## src/hdl/bsel_pkg.sv

```systemverilog
// bsel_pkg: boot source codes, medium enumeration and pin mux constants
// assumes: shared by the boot source selector and its decode table module
package bsel_pkg;

  // media the boot rom can be told to use
  typedef enum logic [3:0] {
    BSEL_MED_NONE   = 4'h0,
    BSEL_MED_SER0   = 4'h1,
    BSEL_MED_QFLASH = 4'h2,
    BSEL_MED_SMEM8  = 4'h3,
    BSEL_MED_SMEM16 = 4'h4,
    BSEL_MED_SMEM32 = 4'h5,
    BSEL_MED_USB1ST = 4'h6,
    BSEL_MED_USB2ND = 4'h7,
    BSEL_MED_SSPI   = 4'h8,
    BSEL_MED_SER3   = 4'h9
  } bsel_medium_t;

  // fuse field codes
  localparam logic [3:0] FLD_PINSTATE = 4'h0;
  localparam logic [3:0] FLD_SER0     = 4'h1;
  localparam logic [3:0] FLD_QFLASH   = 4'h2;
  localparam logic [3:0] FLD_SMEM8    = 4'h3;
  localparam logic [3:0] FLD_SMEM16   = 4'h4;
  localparam logic [3:0] FLD_SMEM32   = 4'h5;
  localparam logic [3:0] FLD_USB1ST   = 4'h6;
  localparam logic [3:0] FLD_USB2ND   = 4'h7;
  localparam logic [3:0] FLD_SSPI     = 4'h8;
  localparam logic [3:0] FLD_SER3     = 4'h9;

  // strap codes, strap 3 is the msb
  localparam logic [3:0] STR_SER0     = 4'h0;
  localparam logic [3:0] STR_QFLASH   = 4'h1;
  localparam logic [3:0] STR_SMEM8    = 4'h2;
  localparam logic [3:0] STR_SMEM16   = 4'h3;
  localparam logic [3:0] STR_SMEM32   = 4'h4;
  localparam logic [3:0] STR_USB1ST   = 4'h5;
  localparam logic [3:0] STR_USB2ND   = 4'h6;
  localparam logic [3:0] STR_SSPI     = 4'h7;
  localparam logic [3:0] STR_SER3     = 4'h8;

  // pin function codes for the four shared flash port pins
  localparam logic [2:0] PFN_GPIO     = 3'h0;
  localparam logic [2:0] PFN_SSP      = 3'h2;
  localparam logic [2:0] PFN_QFLASH   = 3'h3;

  // boot rom: 64 kB, 16 address bits
  localparam int          BOOT_ROM_KB   = 64;
  localparam logic [31:0] BOOT_ROM_BASE = 32'h1040_0000;

  // static memory data width codes on chip select zero
  localparam logic [1:0] SMW_8  = 2'h0;
  localparam logic [1:0] SMW_16 = 2'h1;
  localparam logic [1:0] SMW_32 = 2'h2;

endpackage

```

## src/hdl/bsel_decode.sv

```systemverilog
// bsel_decode: combinational code to medium table for fuse or strap codes
// assumes: code and source chosen upstream; result registered by caller
`timescale 1ns/1ns
module bsel_decode (
  input  wire logic                  from_strap_i,
  input  wire logic [3:0]            code_i,
  output bsel_pkg::bsel_medium_t     medium_o,
  output logic                       invalid_o
);

  // table lookup; reserved codes give no medium
  always_comb begin
    medium_o  = bsel_pkg::BSEL_MED_NONE;
    invalid_o = 1'b0;
    if (from_strap_i) begin
      unique case (code_i)                                   // [RQ9]
        bsel_pkg::STR_SER0:   medium_o = bsel_pkg::BSEL_MED_SER0;    // [RQ10]
        bsel_pkg::STR_QFLASH: medium_o = bsel_pkg::BSEL_MED_QFLASH;  // [RQ10]
        bsel_pkg::STR_SMEM8:  medium_o = bsel_pkg::BSEL_MED_SMEM8;   // [RQ11]
        bsel_pkg::STR_SMEM16: medium_o = bsel_pkg::BSEL_MED_SMEM16;  // [RQ11]
        bsel_pkg::STR_SMEM32: medium_o = bsel_pkg::BSEL_MED_SMEM32;  // [RQ11]
        bsel_pkg::STR_USB1ST: medium_o = bsel_pkg::BSEL_MED_USB1ST;  // [RQ12]
        bsel_pkg::STR_USB2ND: medium_o = bsel_pkg::BSEL_MED_USB2ND;  // [RQ12]
        bsel_pkg::STR_SSPI:   medium_o = bsel_pkg::BSEL_MED_SSPI;    // [RQ12]
        bsel_pkg::STR_SER3:   medium_o = bsel_pkg::BSEL_MED_SER3;    // [RQ12]
        default:              invalid_o = 1'b1;                     // [RQ14]
      endcase
    end else begin
      unique case (code_i)
        bsel_pkg::FLD_SER0:   medium_o = bsel_pkg::BSEL_MED_SER0;    // [RQ2]
        bsel_pkg::FLD_QFLASH: medium_o = bsel_pkg::BSEL_MED_QFLASH;  // [RQ3]
        bsel_pkg::FLD_SMEM8:  medium_o = bsel_pkg::BSEL_MED_SMEM8;   // [RQ4]
        bsel_pkg::FLD_SMEM16: medium_o = bsel_pkg::BSEL_MED_SMEM16;  // [RQ4]
        bsel_pkg::FLD_SMEM32: medium_o = bsel_pkg::BSEL_MED_SMEM32;  // [RQ4]
        bsel_pkg::FLD_USB1ST: medium_o = bsel_pkg::BSEL_MED_USB1ST;  // [RQ5]
        bsel_pkg::FLD_USB2ND: medium_o = bsel_pkg::BSEL_MED_USB2ND;  // [RQ5]
        bsel_pkg::FLD_SSPI:   medium_o = bsel_pkg::BSEL_MED_SSPI;    // [RQ6]
        bsel_pkg::FLD_SER3:   medium_o = bsel_pkg::BSEL_MED_SER3;    // [RQ6]
        default:              invalid_o = 1'b1;                     // [RQ14]
      endcase
    end
  end

endmodule

```

## src/hdl/bsel_boot_source_selector.sv

```systemverilog
// bsel_boot_source_selector: picks the boot medium after reset from fuses or straps
// assumes: fuse and strap inputs are synchronous to mclk_i and stable around reset
//
// Notes on behaviour
// RQ1: blank or zero fuse field uses straps
// RQ2: field 0001 boots serial port zero
// RQ3: field 0010 boots quad flash interface
// RQ4: fields 0011-0101 boot static memory 8/16/32
// RQ5: fields 0110, 0111 boot first, second usb
// RQ6: field 1000 sync serial flash, 1001 port three
// RQ7: sync serial boot maps four fixed pins
// RQ8: flash boots set distinct pin functions at reset
// RQ9: straps captured at reset, strap 3 msb
// RQ10: straps 0000 serial zero, 0001 quad flash
// RQ11: straps 0010-0100 static memory 8/16/32
// RQ12: straps 0101-0111 two usb, spi; 1000 serial three
// RQ13: after reset fetch starts in 64 kB rom
// RQ14: unlisted codes flagged invalid, no medium
`timescale 1ns/1ns
module bsel_boot_source_selector (
  input  wire logic                  mclk_i,
  input  wire logic                  sys_rst_i,
  input  wire logic                  fuse_programmed_i,
  input  wire logic [3:0]            boot_source_field_i,
  input  wire logic                  strap_pin_3_i,
  input  wire logic                  strap_pin_2_i,
  input  wire logic                  strap_pin_1_i,
  input  wire logic                  strap_pin_0_i,
  output logic                       boot_valid_o,
  output logic                       boot_invalid_o,
  output logic                       boot_from_strap_o,
  output bsel_pkg::bsel_medium_t     boot_medium_o,
  output logic [3:0]                 boot_code_o,
  output logic                       serial_port_zero_en_o,
  output logic                       serial_port_three_en_o,
  output logic                       quad_flash_interface_en_o,
  output logic                       external_memory_controller_en_o,
  output logic                       static_chip_select_zero_en_o,
  output logic [1:0]                 static_width_o,
  output logic                       usb_port_first_en_o,
  output logic                       usb_port_second_en_o,
  output logic                       sync_serial_port_zero_en_o,
  output logic [2:0]                 sync_serial_clock_fn_o,
  output logic [2:0]                 sync_serial_slave_select_fn_o,
  output logic [2:0]                 sync_serial_master_in_fn_o,
  output logic [2:0]                 sync_serial_master_out_fn_o,
  output logic                       fetch_from_rom_o,
  output logic [31:0]                fetch_addr_o
);

  ////////////////////////////////////////////////////////////////////////////
  // capture sequencer

  typedef enum logic [1:0] {
    BSEL_ST_RESET   = 2'b00,
    BSEL_ST_CAPTURE = 2'b01,
    BSEL_ST_DONE    = 2'b10
  } bsel_state_t;

  bsel_state_t state;
  bsel_state_t next_state;
  logic [3:0]  code;
  logic [3:0]  next_code;
  logic        strap_sel;
  logic        next_strap_sel;
  logic        use_strap;
  logic [3:0]  strap_code;
  bsel_pkg::bsel_medium_t dec_medium;
  logic        dec_invalid;

  // strap 3 is the most significant bit of the code
  assign strap_code = {strap_pin_3_i, strap_pin_2_i, strap_pin_1_i, strap_pin_0_i}; // [RQ9]
  // blank fuses or an all-zero field hand over to the straps
  assign use_strap = !fuse_programmed_i ||
                     (boot_source_field_i == bsel_pkg::FLD_PINSTATE);       // [RQ1]

  // levels are caught on the second clock after reset release, never under reset itself
  always_comb begin
    next_state     = state;
    next_code      = code;
    next_strap_sel = strap_sel;
    unique case (state)
      BSEL_ST_RESET: begin
        next_state = BSEL_ST_CAPTURE;
      end
      BSEL_ST_CAPTURE: begin
        next_strap_sel = use_strap;                                         // [RQ1]
        next_code      = use_strap ? strap_code : boot_source_field_i;      // [RQ9]
        next_state     = BSEL_ST_DONE;
      end
      BSEL_ST_DONE: begin
        next_state = BSEL_ST_DONE;
      end
      default: begin
        next_state = BSEL_ST_RESET;
      end
    endcase
  end

  // register only; choice holds until the next reset
  always_ff @(posedge mclk_i) begin
    if (sys_rst_i) begin
      state     <= BSEL_ST_RESET;
      code      <= 4'h0;
      strap_sel <= 1'b0;
    end else begin
      state     <= next_state;
      code      <= next_code;
      strap_sel <= next_strap_sel;
    end
  end

  ////////////////////////////////////////////////////////////////////////////
  // decode

  bsel_decode u_decode (
    .from_strap_i (strap_sel),
    .code_i       (code),
    .medium_o     (dec_medium),
    .invalid_o    (dec_invalid)
  );

  ////////////////////////////////////////////////////////////////////////////
  // registered boot outputs

  logic                   done;
  bsel_pkg::bsel_medium_t next_medium;
  logic                   next_valid;
  logic                   next_invalid;
  logic [2:0]             next_fn;
  logic [1:0]             next_width;
  logic [2:0]             pin_fn;

  assign done = (state == BSEL_ST_DONE);

  // a reserved code never enables a medium
  always_comb begin
    next_valid   = done && !dec_invalid;                                    // [RQ14]
    next_invalid = done && dec_invalid;                                     // [RQ14]
    next_medium  = next_valid ? dec_medium : bsel_pkg::BSEL_MED_NONE;
    next_width   = bsel_pkg::SMW_8;
    unique case (next_medium)
      bsel_pkg::BSEL_MED_SMEM16: next_width = bsel_pkg::SMW_16;            // [RQ4]
      bsel_pkg::BSEL_MED_SMEM32: next_width = bsel_pkg::SMW_32;            // [RQ4]
      default:                   next_width = bsel_pkg::SMW_8;
    endcase
    // quad flash and sync serial claim the same pins with different functions
    if (next_medium == bsel_pkg::BSEL_MED_SSPI)
      next_fn = bsel_pkg::PFN_SSP;                                          // [RQ8]
    else if (next_medium == bsel_pkg::BSEL_MED_QFLASH)
      next_fn = bsel_pkg::PFN_QFLASH;                                       // [RQ8]
    else
      next_fn = bsel_pkg::PFN_GPIO;
  end

  always_ff @(posedge mclk_i) begin
    if (sys_rst_i) begin
      boot_valid_o      <= 1'b0;
      boot_invalid_o    <= 1'b0;
      boot_from_strap_o <= 1'b0;
      boot_medium_o     <= bsel_pkg::BSEL_MED_NONE;
      boot_code_o       <= 4'h0;
      static_width_o    <= bsel_pkg::SMW_8;
      pin_fn            <= bsel_pkg::PFN_GPIO;
      fetch_from_rom_o  <= 1'b1;
    end else begin
      boot_valid_o      <= next_valid;
      boot_invalid_o    <= next_invalid;
      boot_from_strap_o <= done && strap_sel;
      boot_medium_o     <= next_medium;
      boot_code_o       <= done ? code : 4'h0;
      static_width_o    <= next_width;
      pin_fn            <= next_fn;
      fetch_from_rom_o  <= 1'b1;                                            // [RQ13]
    end
  end

  // each medium enable is a decode of the registered medium
  assign serial_port_zero_en_o           = (boot_medium_o == bsel_pkg::BSEL_MED_SER0);
  assign serial_port_three_en_o          = (boot_medium_o == bsel_pkg::BSEL_MED_SER3);
  assign quad_flash_interface_en_o       = (boot_medium_o == bsel_pkg::BSEL_MED_QFLASH);
  assign static_chip_select_zero_en_o    = (boot_medium_o == bsel_pkg::BSEL_MED_SMEM8) ||
                                           (boot_medium_o == bsel_pkg::BSEL_MED_SMEM16) ||
                                           (boot_medium_o == bsel_pkg::BSEL_MED_SMEM32);
  assign external_memory_controller_en_o = static_chip_select_zero_en_o;
  assign usb_port_first_en_o             = (boot_medium_o == bsel_pkg::BSEL_MED_USB1ST);
  assign usb_port_second_en_o            = (boot_medium_o == bsel_pkg::BSEL_MED_USB2ND);
  assign sync_serial_port_zero_en_o      = (boot_medium_o == bsel_pkg::BSEL_MED_SSPI);
  // the four fixed pins share one function code
  assign sync_serial_clock_fn_o          = pin_fn;                          // [RQ7]
  assign sync_serial_slave_select_fn_o   = pin_fn;                          // [RQ7]
  assign sync_serial_master_in_fn_o      = pin_fn;                          // [RQ7]
  assign sync_serial_master_out_fn_o     = pin_fn;                          // [RQ7]
  // cpu always starts at the rom base after any reset
  assign fetch_addr_o                    = bsel_pkg::BOOT_ROM_BASE;         // [RQ13]

  ////////////////////////////////////////////////////////////////////////////
  // assertions

  property p_strap_fallback;
    @(posedge mclk_i) disable iff (sys_rst_i)
    (state == BSEL_ST_CAPTURE) && use_strap |=> strap_sel && (code == $past(strap_code));
  endproperty
  a_strap_fallback: assert property (p_strap_fallback) else $error("strap fallback lost"); // [RQ1]

  property p_field_used;
    @(posedge mclk_i) disable iff (sys_rst_i)
    (state == BSEL_ST_CAPTURE) && !use_strap |=>
      !strap_sel && (code == $past(boot_source_field_i));
  endproperty
  a_field_used: assert property (p_field_used) else $error("fuse field not used"); // [RQ1]

  property p_field_ser0;
    @(posedge mclk_i) disable iff (sys_rst_i)
    done && !strap_sel && (code == bsel_pkg::FLD_SER0) |=> serial_port_zero_en_o;
  endproperty
  a_field_ser0: assert property (p_field_ser0) else $error("field 0001 not serial zero"); // [RQ2]

  property p_field_qflash;
    @(posedge mclk_i) disable iff (sys_rst_i)
    done && !strap_sel && (code == bsel_pkg::FLD_QFLASH) |=> quad_flash_interface_en_o
      && (sync_serial_clock_fn_o == bsel_pkg::PFN_QFLASH);
  endproperty
  a_field_qflash: assert property (p_field_qflash) else $error("field 0010 not qflash"); // [RQ3]

  property p_smem_width;
    @(posedge mclk_i) disable iff (sys_rst_i)
    done && !strap_sel && (code == bsel_pkg::FLD_SMEM32) |=>
      static_chip_select_zero_en_o && (static_width_o == bsel_pkg::SMW_32);
  endproperty
  a_smem_width: assert property (p_smem_width) else $error("field 0101 not 32 bit"); // [RQ4]

  property p_usb;
    @(posedge mclk_i) disable iff (sys_rst_i)
    done && !strap_sel && (code == bsel_pkg::FLD_USB2ND) |=> usb_port_second_en_o;
  endproperty
  a_usb: assert property (p_usb) else $error("field 0111 not usb two"); // [RQ5]

  property p_sspi_pins;
    @(posedge mclk_i) disable iff (sys_rst_i)
    sync_serial_port_zero_en_o |-> (sync_serial_master_out_fn_o == bsel_pkg::PFN_SSP);
  endproperty
  a_sspi_pins: assert property (p_sspi_pins) else $error("sync serial pins wrong"); // [RQ7]

  property p_strap_zero;
    @(posedge mclk_i) disable iff (sys_rst_i)
    done && strap_sel && (code == bsel_pkg::STR_SER0) |=> serial_port_zero_en_o;
  endproperty
  a_strap_zero: assert property (p_strap_zero) else $error("straps low not serial zero"); // [RQ10]

  property p_strap_ser3;
    @(posedge mclk_i) disable iff (sys_rst_i)
    done && strap_sel && (code == bsel_pkg::STR_SER3) |=> serial_port_three_en_o;
  endproperty
  a_strap_ser3: assert property (p_strap_ser3) else $error("strap 1000 not port three"); // [RQ12]

  property p_invalid;
    @(posedge mclk_i) disable iff (sys_rst_i)
    boot_invalid_o |-> (boot_medium_o == bsel_pkg::BSEL_MED_NONE) && !boot_valid_o;
  endproperty
  a_invalid: assert property (p_invalid) else $error("reserved code picked medium"); // [RQ14]

  property p_settle;
    @(posedge mclk_i) disable iff (sys_rst_i)
    $rose(state == BSEL_ST_DONE) |=> (boot_valid_o || boot_invalid_o) [*3];
  endproperty
  a_settle: assert property (p_settle) else $error("boot result not held"); // [RQ13]

  c_strap_boot: cover property (@(posedge mclk_i) disable iff (sys_rst_i)
    boot_valid_o && boot_from_strap_o);
  c_fuse_boot: cover property (@(posedge mclk_i) disable iff (sys_rst_i)
    boot_valid_o && !boot_from_strap_o);
  c_reserved: cover property (@(posedge mclk_i) disable iff (sys_rst_i) boot_invalid_o);
  c_sspi: cover property (@(posedge mclk_i) disable iff (sys_rst_i) sync_serial_port_zero_en_o);

endmodule

```

## config.mk

```make
export PLATFORM = sky130hd
export DESIGN_NAME = bsel_boot_source_selector
export DESIGN_NICKNAME = d
export VERILOG_FILES = /design/src/hdl/bsel_pkg.sv /design/src/hdl/bsel_decode.sv /design/src/hdl/bsel_boot_source_selector.sv
export SDC_FILE = /design/constraint.sdc
export NUM_CORES = 1
export LEC_CHECK = 0
export ABC_AREA = 1
export ABC_CLOCK_PERIOD_IN_PS = 1600
export BUFFER_PORTS_ARGS = -buffer_cell sky130_fd_sc_hd__buf_2
export CORE_MARGIN = 2
export CORE_UTILIZATION = 44
export CTS_CLUSTER_SIZE = 24
export DETAILED_ROUTE_END_ITERATION = 12
export PLACE_DENSITY = 0.86
export RECOVER_POWER = 100
export SLEW_MARGIN = 20
export SYNTH_ARGS = -nofsm -noshare
export SYNTH_HDL_FRONTEND = slang
export SYNTH_SLANG_ARGS = --single-unit
```

## constraint.sdc

```tcl
create_clock -name mclk_i -period 1.6 [get_ports mclk_i]
set_clock_uncertainty 0.1 [all_clocks]
set_input_delay 0 -clock mclk_i [delete_from_list [all_inputs] [get_ports mclk_i]]
set_output_delay 0 -clock mclk_i [all_outputs]
set_load 0.1 [all_outputs]
```

==> qor.txt, run 1 <==
Status -> complete, no violations
First-pass GRT wire length -> 4120 um
Crit path max-delay family -> flip-flops
IO Port Bufs -> 39
Post-synthesis mux area share -> 0%
Final worst path period share -> 94.8%
Unique masters post-synth -> 24
Area contributors post-synth -> dfxtp_1 31%, buf_4 23%, nand2_1 7.5%, inv_1 6.9%, nor2_1 5.1%
Slew at the pin closest to its max-slew limit -> 543 ps
Fin Hold WS -> 386 ps
Top FF cell, synth -> dfxtp_1
Sink Count -> 22
Sequential Area -> 453 um^2
Skew-Pair Late Insertion Delay -> 300 ps
Core ar. -> 3050 um^2
Clock buffer depth -> 2
Vias in the first global route -> 1010
Crit end category -> output port
Largest net degree at the start of global routing -> 12
WL met1 -> 977 um
Max Fclk -> 0.659 GHz
Initial DRC Count -> 21
Seq cells post-synth -> 22
Power per Cell Area -> 1030 nW/um^2
Routed WL -> 2580 um
Post-synthesis cell area -> 1410 um^2
RSZ-0062 raised after global routing -> no
Top Layer Used -> met4
Rel. slew slack -> 63.9%
Worst hold path class -> input port to register
Setup ws final -> 83.1 ps
Met2 WL post-DR -> 1420 um
Leak -> 0.000891 uW
Fin area -> 1730 um^2
Post-synthesis simple-gate area fraction -> 26.6%
Fillers -> 304
Syn Inst Count -> 193
CTS buffer count -> 3
Worst vdd ir -> 0.507 mV
Largest area contributor in the netlist -> dfxtp_1
Largest family of logic cells by synthesized area -> buffers and inverters
Share of layout cells above drive strength 1 -> 29.7%
DR WL met3 -> 143 um
Arrival time of the worst setup path -> 1420 ps
CP max stage cell -> dfxtp_2
IO Pins -> 77
Final setup viols -> 0
CTS H-tree lvls -> 1
Critical path class -> register to output port
# Post-CTS Setup Buffers -> 0
Critical Path, Cell by Cell -> inv_4 > nor4_4 > clkbuf_4
Adder-cell share of the synthesized area -> 2.67%
Post-synth EDFFs -> 0
Antenna-violating nets left -> 0
Hpwl dp -> 2050 um
Routability Congestion -> 0.826
Buffers & Inverters on Critical Path -> 2
Initial antenna violation count -> 0
Worst setup SP type -> register
CP max FO -> 4
Clock-pin transition on the worst setup and hold timing paths -> 110 ps
Antenna Cells -> 0
Max-cap violations -> 0
Clk root buf -> clkbuf_4
Final Hold Vio Count -> 0
Area grow syn2layout -> 23.2%
Commonest cells in the netlist -> 44 x buf_4, 28 x nand2_1, 26 x inv_1
DRC -> 0
Yosys top cell area share -> 31.3%
Ys Warns -> 0
Post-layout nets -> 252
Cell Rows -> 20
Overall Global Routing Usage -> 14.8%
Initial Utilization -> 46.1%
Max stage delay on crit path -> 440 ps
Synth Area in Compound Gates -> 7.12%
Via-to-Cell Ratio -> 4.26
Sequential fraction of the synthesis area -> 31.3%
XOR/XNOR share of the synthesized area -> 0%
Final min period -> 1520 ps
Dpl cell area -> 1640 um^2
Via count -> 1193
Drt wl/cell -> 9.20 um
Synth Area per Inst -> 7.29 um^2
Worst EP required -> 1500 ps
Async S/R FF share, synth -> 0%
Most frequent cell after synthesis -> buf_4
Setup slack at placement -> 139 ps
Fin. max-slew vios -> 0
Area of the multi-input gates -> 732 um^2
Die Wd -> 60.5 um
CTS tree -> done
Die ar. -> 3660 um^2
Die Height -> 60.5 um
Global route overflow -> 0
Drt first pass iters -> 4
Finished Core Util -> 56.8%
==> state kept, by name, indices dropped and copies added, names as in the netlist <==
name,flops
boot_code_o,4
boot_from_strap_o,1
boot_invalid_o,1
boot_medium_o,4
boot_valid_o,1
code,4
state,2
static_width_o,2
strap_sel,1
sync_serial_clock_fn_o,2
==> worst paths after layout <==
kind                                from                      endpoint  slack [ps]  depth (start not counted)
max          boot_medium_o[1]$_SDFF_PP0_     quad_flash_interface_en_o          80                          3
min                        strap_pin_2_i          code[2]$_SDFFE_PP0N_         390                          4
max reg2reg         code[2]$_SDFFE_PP0N_  static_width_o[1]$_SDFF_PP0_         150                          7
min reg2reg         code[2]$_SDFFE_PP0N_     boot_code_o[2]$_SDFF_PP0_         440                          2
==> placed cells by master (no fill, tap or decap), drive strengths merged <==
cell type    instances
buf                 16
clkinvlp             1
nor3                 4
nor4                 3
o31ai                2
dfxtp               22
o21ai                6
and2                 1
and3                 1
conb                37
nor2                23
clkbuf              27
inv                 29
a21oi               11
nand3                8
nand2               29
ha                   3
dlygate4sd3         10
nand4                3
==> cell type report <==
cell class / instances / share of cell area, %
well taps: 44 / 3.18
flip-flops and latches: 22 / 26.1
clock buffers: 3 / 1.30
multi-input cells: 131 / 42.2
repair buffers: 50 / 20.3
inverters: 30 / 6.86
==> metrics by stage <==
| step | setup TNS, ps | total power (uW) | std cells |
|---|---|---|---|
| floorplan | -1640 | 1510 | 228 |
| global placement | 0 | 1520 | 267 |
| detailed placement | 0 | 1540 | 267 |
| CTS | 0 | 1800 | 280 |
| global route | 0 | 1890 | 280 |
| finish | 0 | 1790 | 280 |
==> timing repair <==
action,in CTS,in global routing
endpoints found under the setup margin,1,5
resized for setup,1,4
hold endpoints to repair,9,0
pin swaps,0,1
hold buffers,10,0
==> per-layer routing <==
| metal | global-route usage [%] | up-vias |
|---|---|---|
| met4 | 3.73 | 0 |
| met1 | 16.0 | 531 |
| met5 | 0 | - |
| li1 | - | 611 |
| met2 | 29.8 | 49 |
| met3 | 1.92 | 2 |
==> worst min-delay path, cell delays in order <==
cell	delay (ps)
dlygate4sd3_1	530
buf_2	120
nand2_1	60
a21oi_1	50
==> kinds of logic after synthesis <==
logic type,Yosys count
DFF,22
AOI/OAI and AO/OA,19
buffers and inverters,75
adders and majority gates,3
and+or+nand+nor,72
other,2
==> power breakdown <==
| part | leakage [uW] | internal (uW) | switching [uW] |
|---|---|---|---|
| Clock | 0.0000138 | 88.0 | 154 |
| Combinational | 0.000695 | 149 | 759 |
| Sequential | 0.000182 | 588 | 48.6 |
| Total | 0.000891 | 824 | 962 |
Power figures use the tool's default switching activity.
==> run 2, diff against run 1 <==
Settings changed: CORE_UTILIZATION 44 to 39, PLACE_DENSITY 0.86 to 0.79.
==> qor.txt, run 2 (synthesized netlist as in run 1, its figures left out) <==
Drt first pass iters -> 4
Logic pwr share -> 49.3%
Most common cell after layout, fill and taps aside -> conb_1
Final min period -> 1530 ps
Clock power share -> 15.9%
Sequential Area -> 455 um^2
Sequential share of power -> 34.8%
Final worst path period share -> 95.8%
Worst setup SP type -> register
Die Height -> 64.1 um
DRC -> 0
Rel. slew slack -> 63.4%
Antenna-violating nets left -> 0
Antenna Cells -> 0
Crit path from -> boot_medium_o[3]$_SDFF_PP0_
RR Startpoint -> code[1]$_SDFFE_PP0N_
Drt wl/cell -> 8.87 um
Crit end category -> output port
Arrival time of the worst setup path -> 1430 ps
Core ar. -> 3390 um^2
Max-cap violations -> 0
Fin area -> 1760 um^2
Final Hold Vio Count -> 0
Final setup viols -> 0
Most frequent cells in the layout -> 37 x conb_1, 27 x nand2_1, 24 x inv_1, 20 x clkbuf_2, 18 x nor2_1
Critical path class -> register to output port
Worst hold path class -> input port to register
Power per Cell Area -> 1040 nW/um^2
Die Wd -> 64.1 um
Routability Congestion -> 0.889
Routed WL -> 2510 um
RSZ-0062 raised after global routing -> no
Initial DRC Count -> 18
Worst vdd ir -> 0.515 mV
Clock buffer depth -> 2
Initial Utilization -> 41.5%
Sw Pwr -> 956 uW
Flop-to-flop setup slack -> 150 ps
Area grow syn2layout -> 25.0%
Dpl cell area -> 1640 um^2
Leak -> 0.000898 uW
CTS tree -> done
Overall Global Routing Usage -> 11.8%
CP max FO -> 5
Die ar. -> 4100 um^2
Cell Rows -> 21
Largest regs -> boot_code_o (4), boot_medium_o (4), code (4)
Fillers -> 342
CTS buffer count -> 3
IO Port Bufs -> 39
Fin. max-slew vios -> 0
Int Power -> 878 uW
Sink Count -> 22
Via count -> 1180
Slew at the pin closest to its max-slew limit -> 552 ps
Vias in the first global route -> 984
First-pass GRT wire length -> 3930 um
Min-delay src -> strap_pin_2_i
Share of layout cells above drive strength 1 -> 31.2%
Largest net degree at the start of global routing -> 13
Hpwl dp -> 1960 um
Finished Core Util -> 51.9%
Worst EP required -> 1500 ps
IO Pins -> 77
Sw frac -> 52.1%
Post-layout nets -> 252
# Post-CTS Setup Buffers -> 0
Status -> complete, no violations
Initial antenna violation count -> 0
Clk root buf -> clkbuf_4
Skew-Pair Late Insertion Delay -> 290 ps
Clock-pin transition on the worst setup and hold timing paths -> 120 ps
Max Fclk -> 0.653 GHz
Global route overflow -> 0
Via-to-Cell Ratio -> 4.17
Area of the multi-input gates -> 738 um^2
CTS H-tree lvls -> 1
==> run 2: final timing paths <==
path / end / cells after the start
worst min register to register: boot_code_o[2]$_SDFF_PP0_ / 2
worst max register to register: sync_serial_clock_fn_o[1]$_SDFF_PP0_ / 8
worst max-delay path: serial_port_three_en_o / 3
worst min-delay path: code[2]$_SDFFE_PP0N_ / 4
==> run 2: cell type report <==
type                       count  share of cell area (%)
inverter                      30                    6.76
multi-input combinational    131                    42.0
sequential                    22                    25.9
timing repair buffer          50                    20.0
tap                           46                    3.27
clock buffer                   4                    2.06
==> run 2: per-stage QoR <==
step / total power, uW / hold WS [ps] / setup TNS, ps / instances / worst slack, ps
after floorplan: 1510 / 42.4 / -1640 / 228 / -421
after global placement: 1530 / 155 / 0 / 269 / 165
after detailed placement: 1530 / 155 / 0 / 269 / 160
after CTS: 1850 / 370 / 0 / 283 / 23.2
after global routing: 1940 / 397 / 0 / 283 / 3.70
final: 1830 / 389 / 0 / 283 / 67.8
==> run 2: metal layers <==
| metal | vias up | track usage (%) | part of all wire (%) |
|---|---|---|---|
| met1 | 522 | 11.8 | 37 |
| met5 | - | 0 | 0 |
| met3 | 0 | 1.76 | 5.9 |
| met4 | 0 | 2.45 | 0 |
| met2 | 47 | 24.6 | 57 |
| li1 | 611 | - | - |
==> run 2: power by group through the flow <==
stage	Combinational, uW	Clock (uW)	Sequential, uW
floorplan	790	0	723
global placement	881	0	644
detailed placement	885	0	645
CTS	905	309	633
global route	963	330	644
finish	905	291	638
==> run 2: repair_timing <==
item,CTS,global route
hold buffers,10,0
hold endpoints to repair,9,0
endpoints found under the setup margin,0,7
resized for setup,0,6
==> run 2: worst max-delay path, cell delays in order, from the launching register on <==
cell,delay [ps]
dfxtp_4,430
clkinvlp_4,170
nor3_4,190
clkbuf_4,350
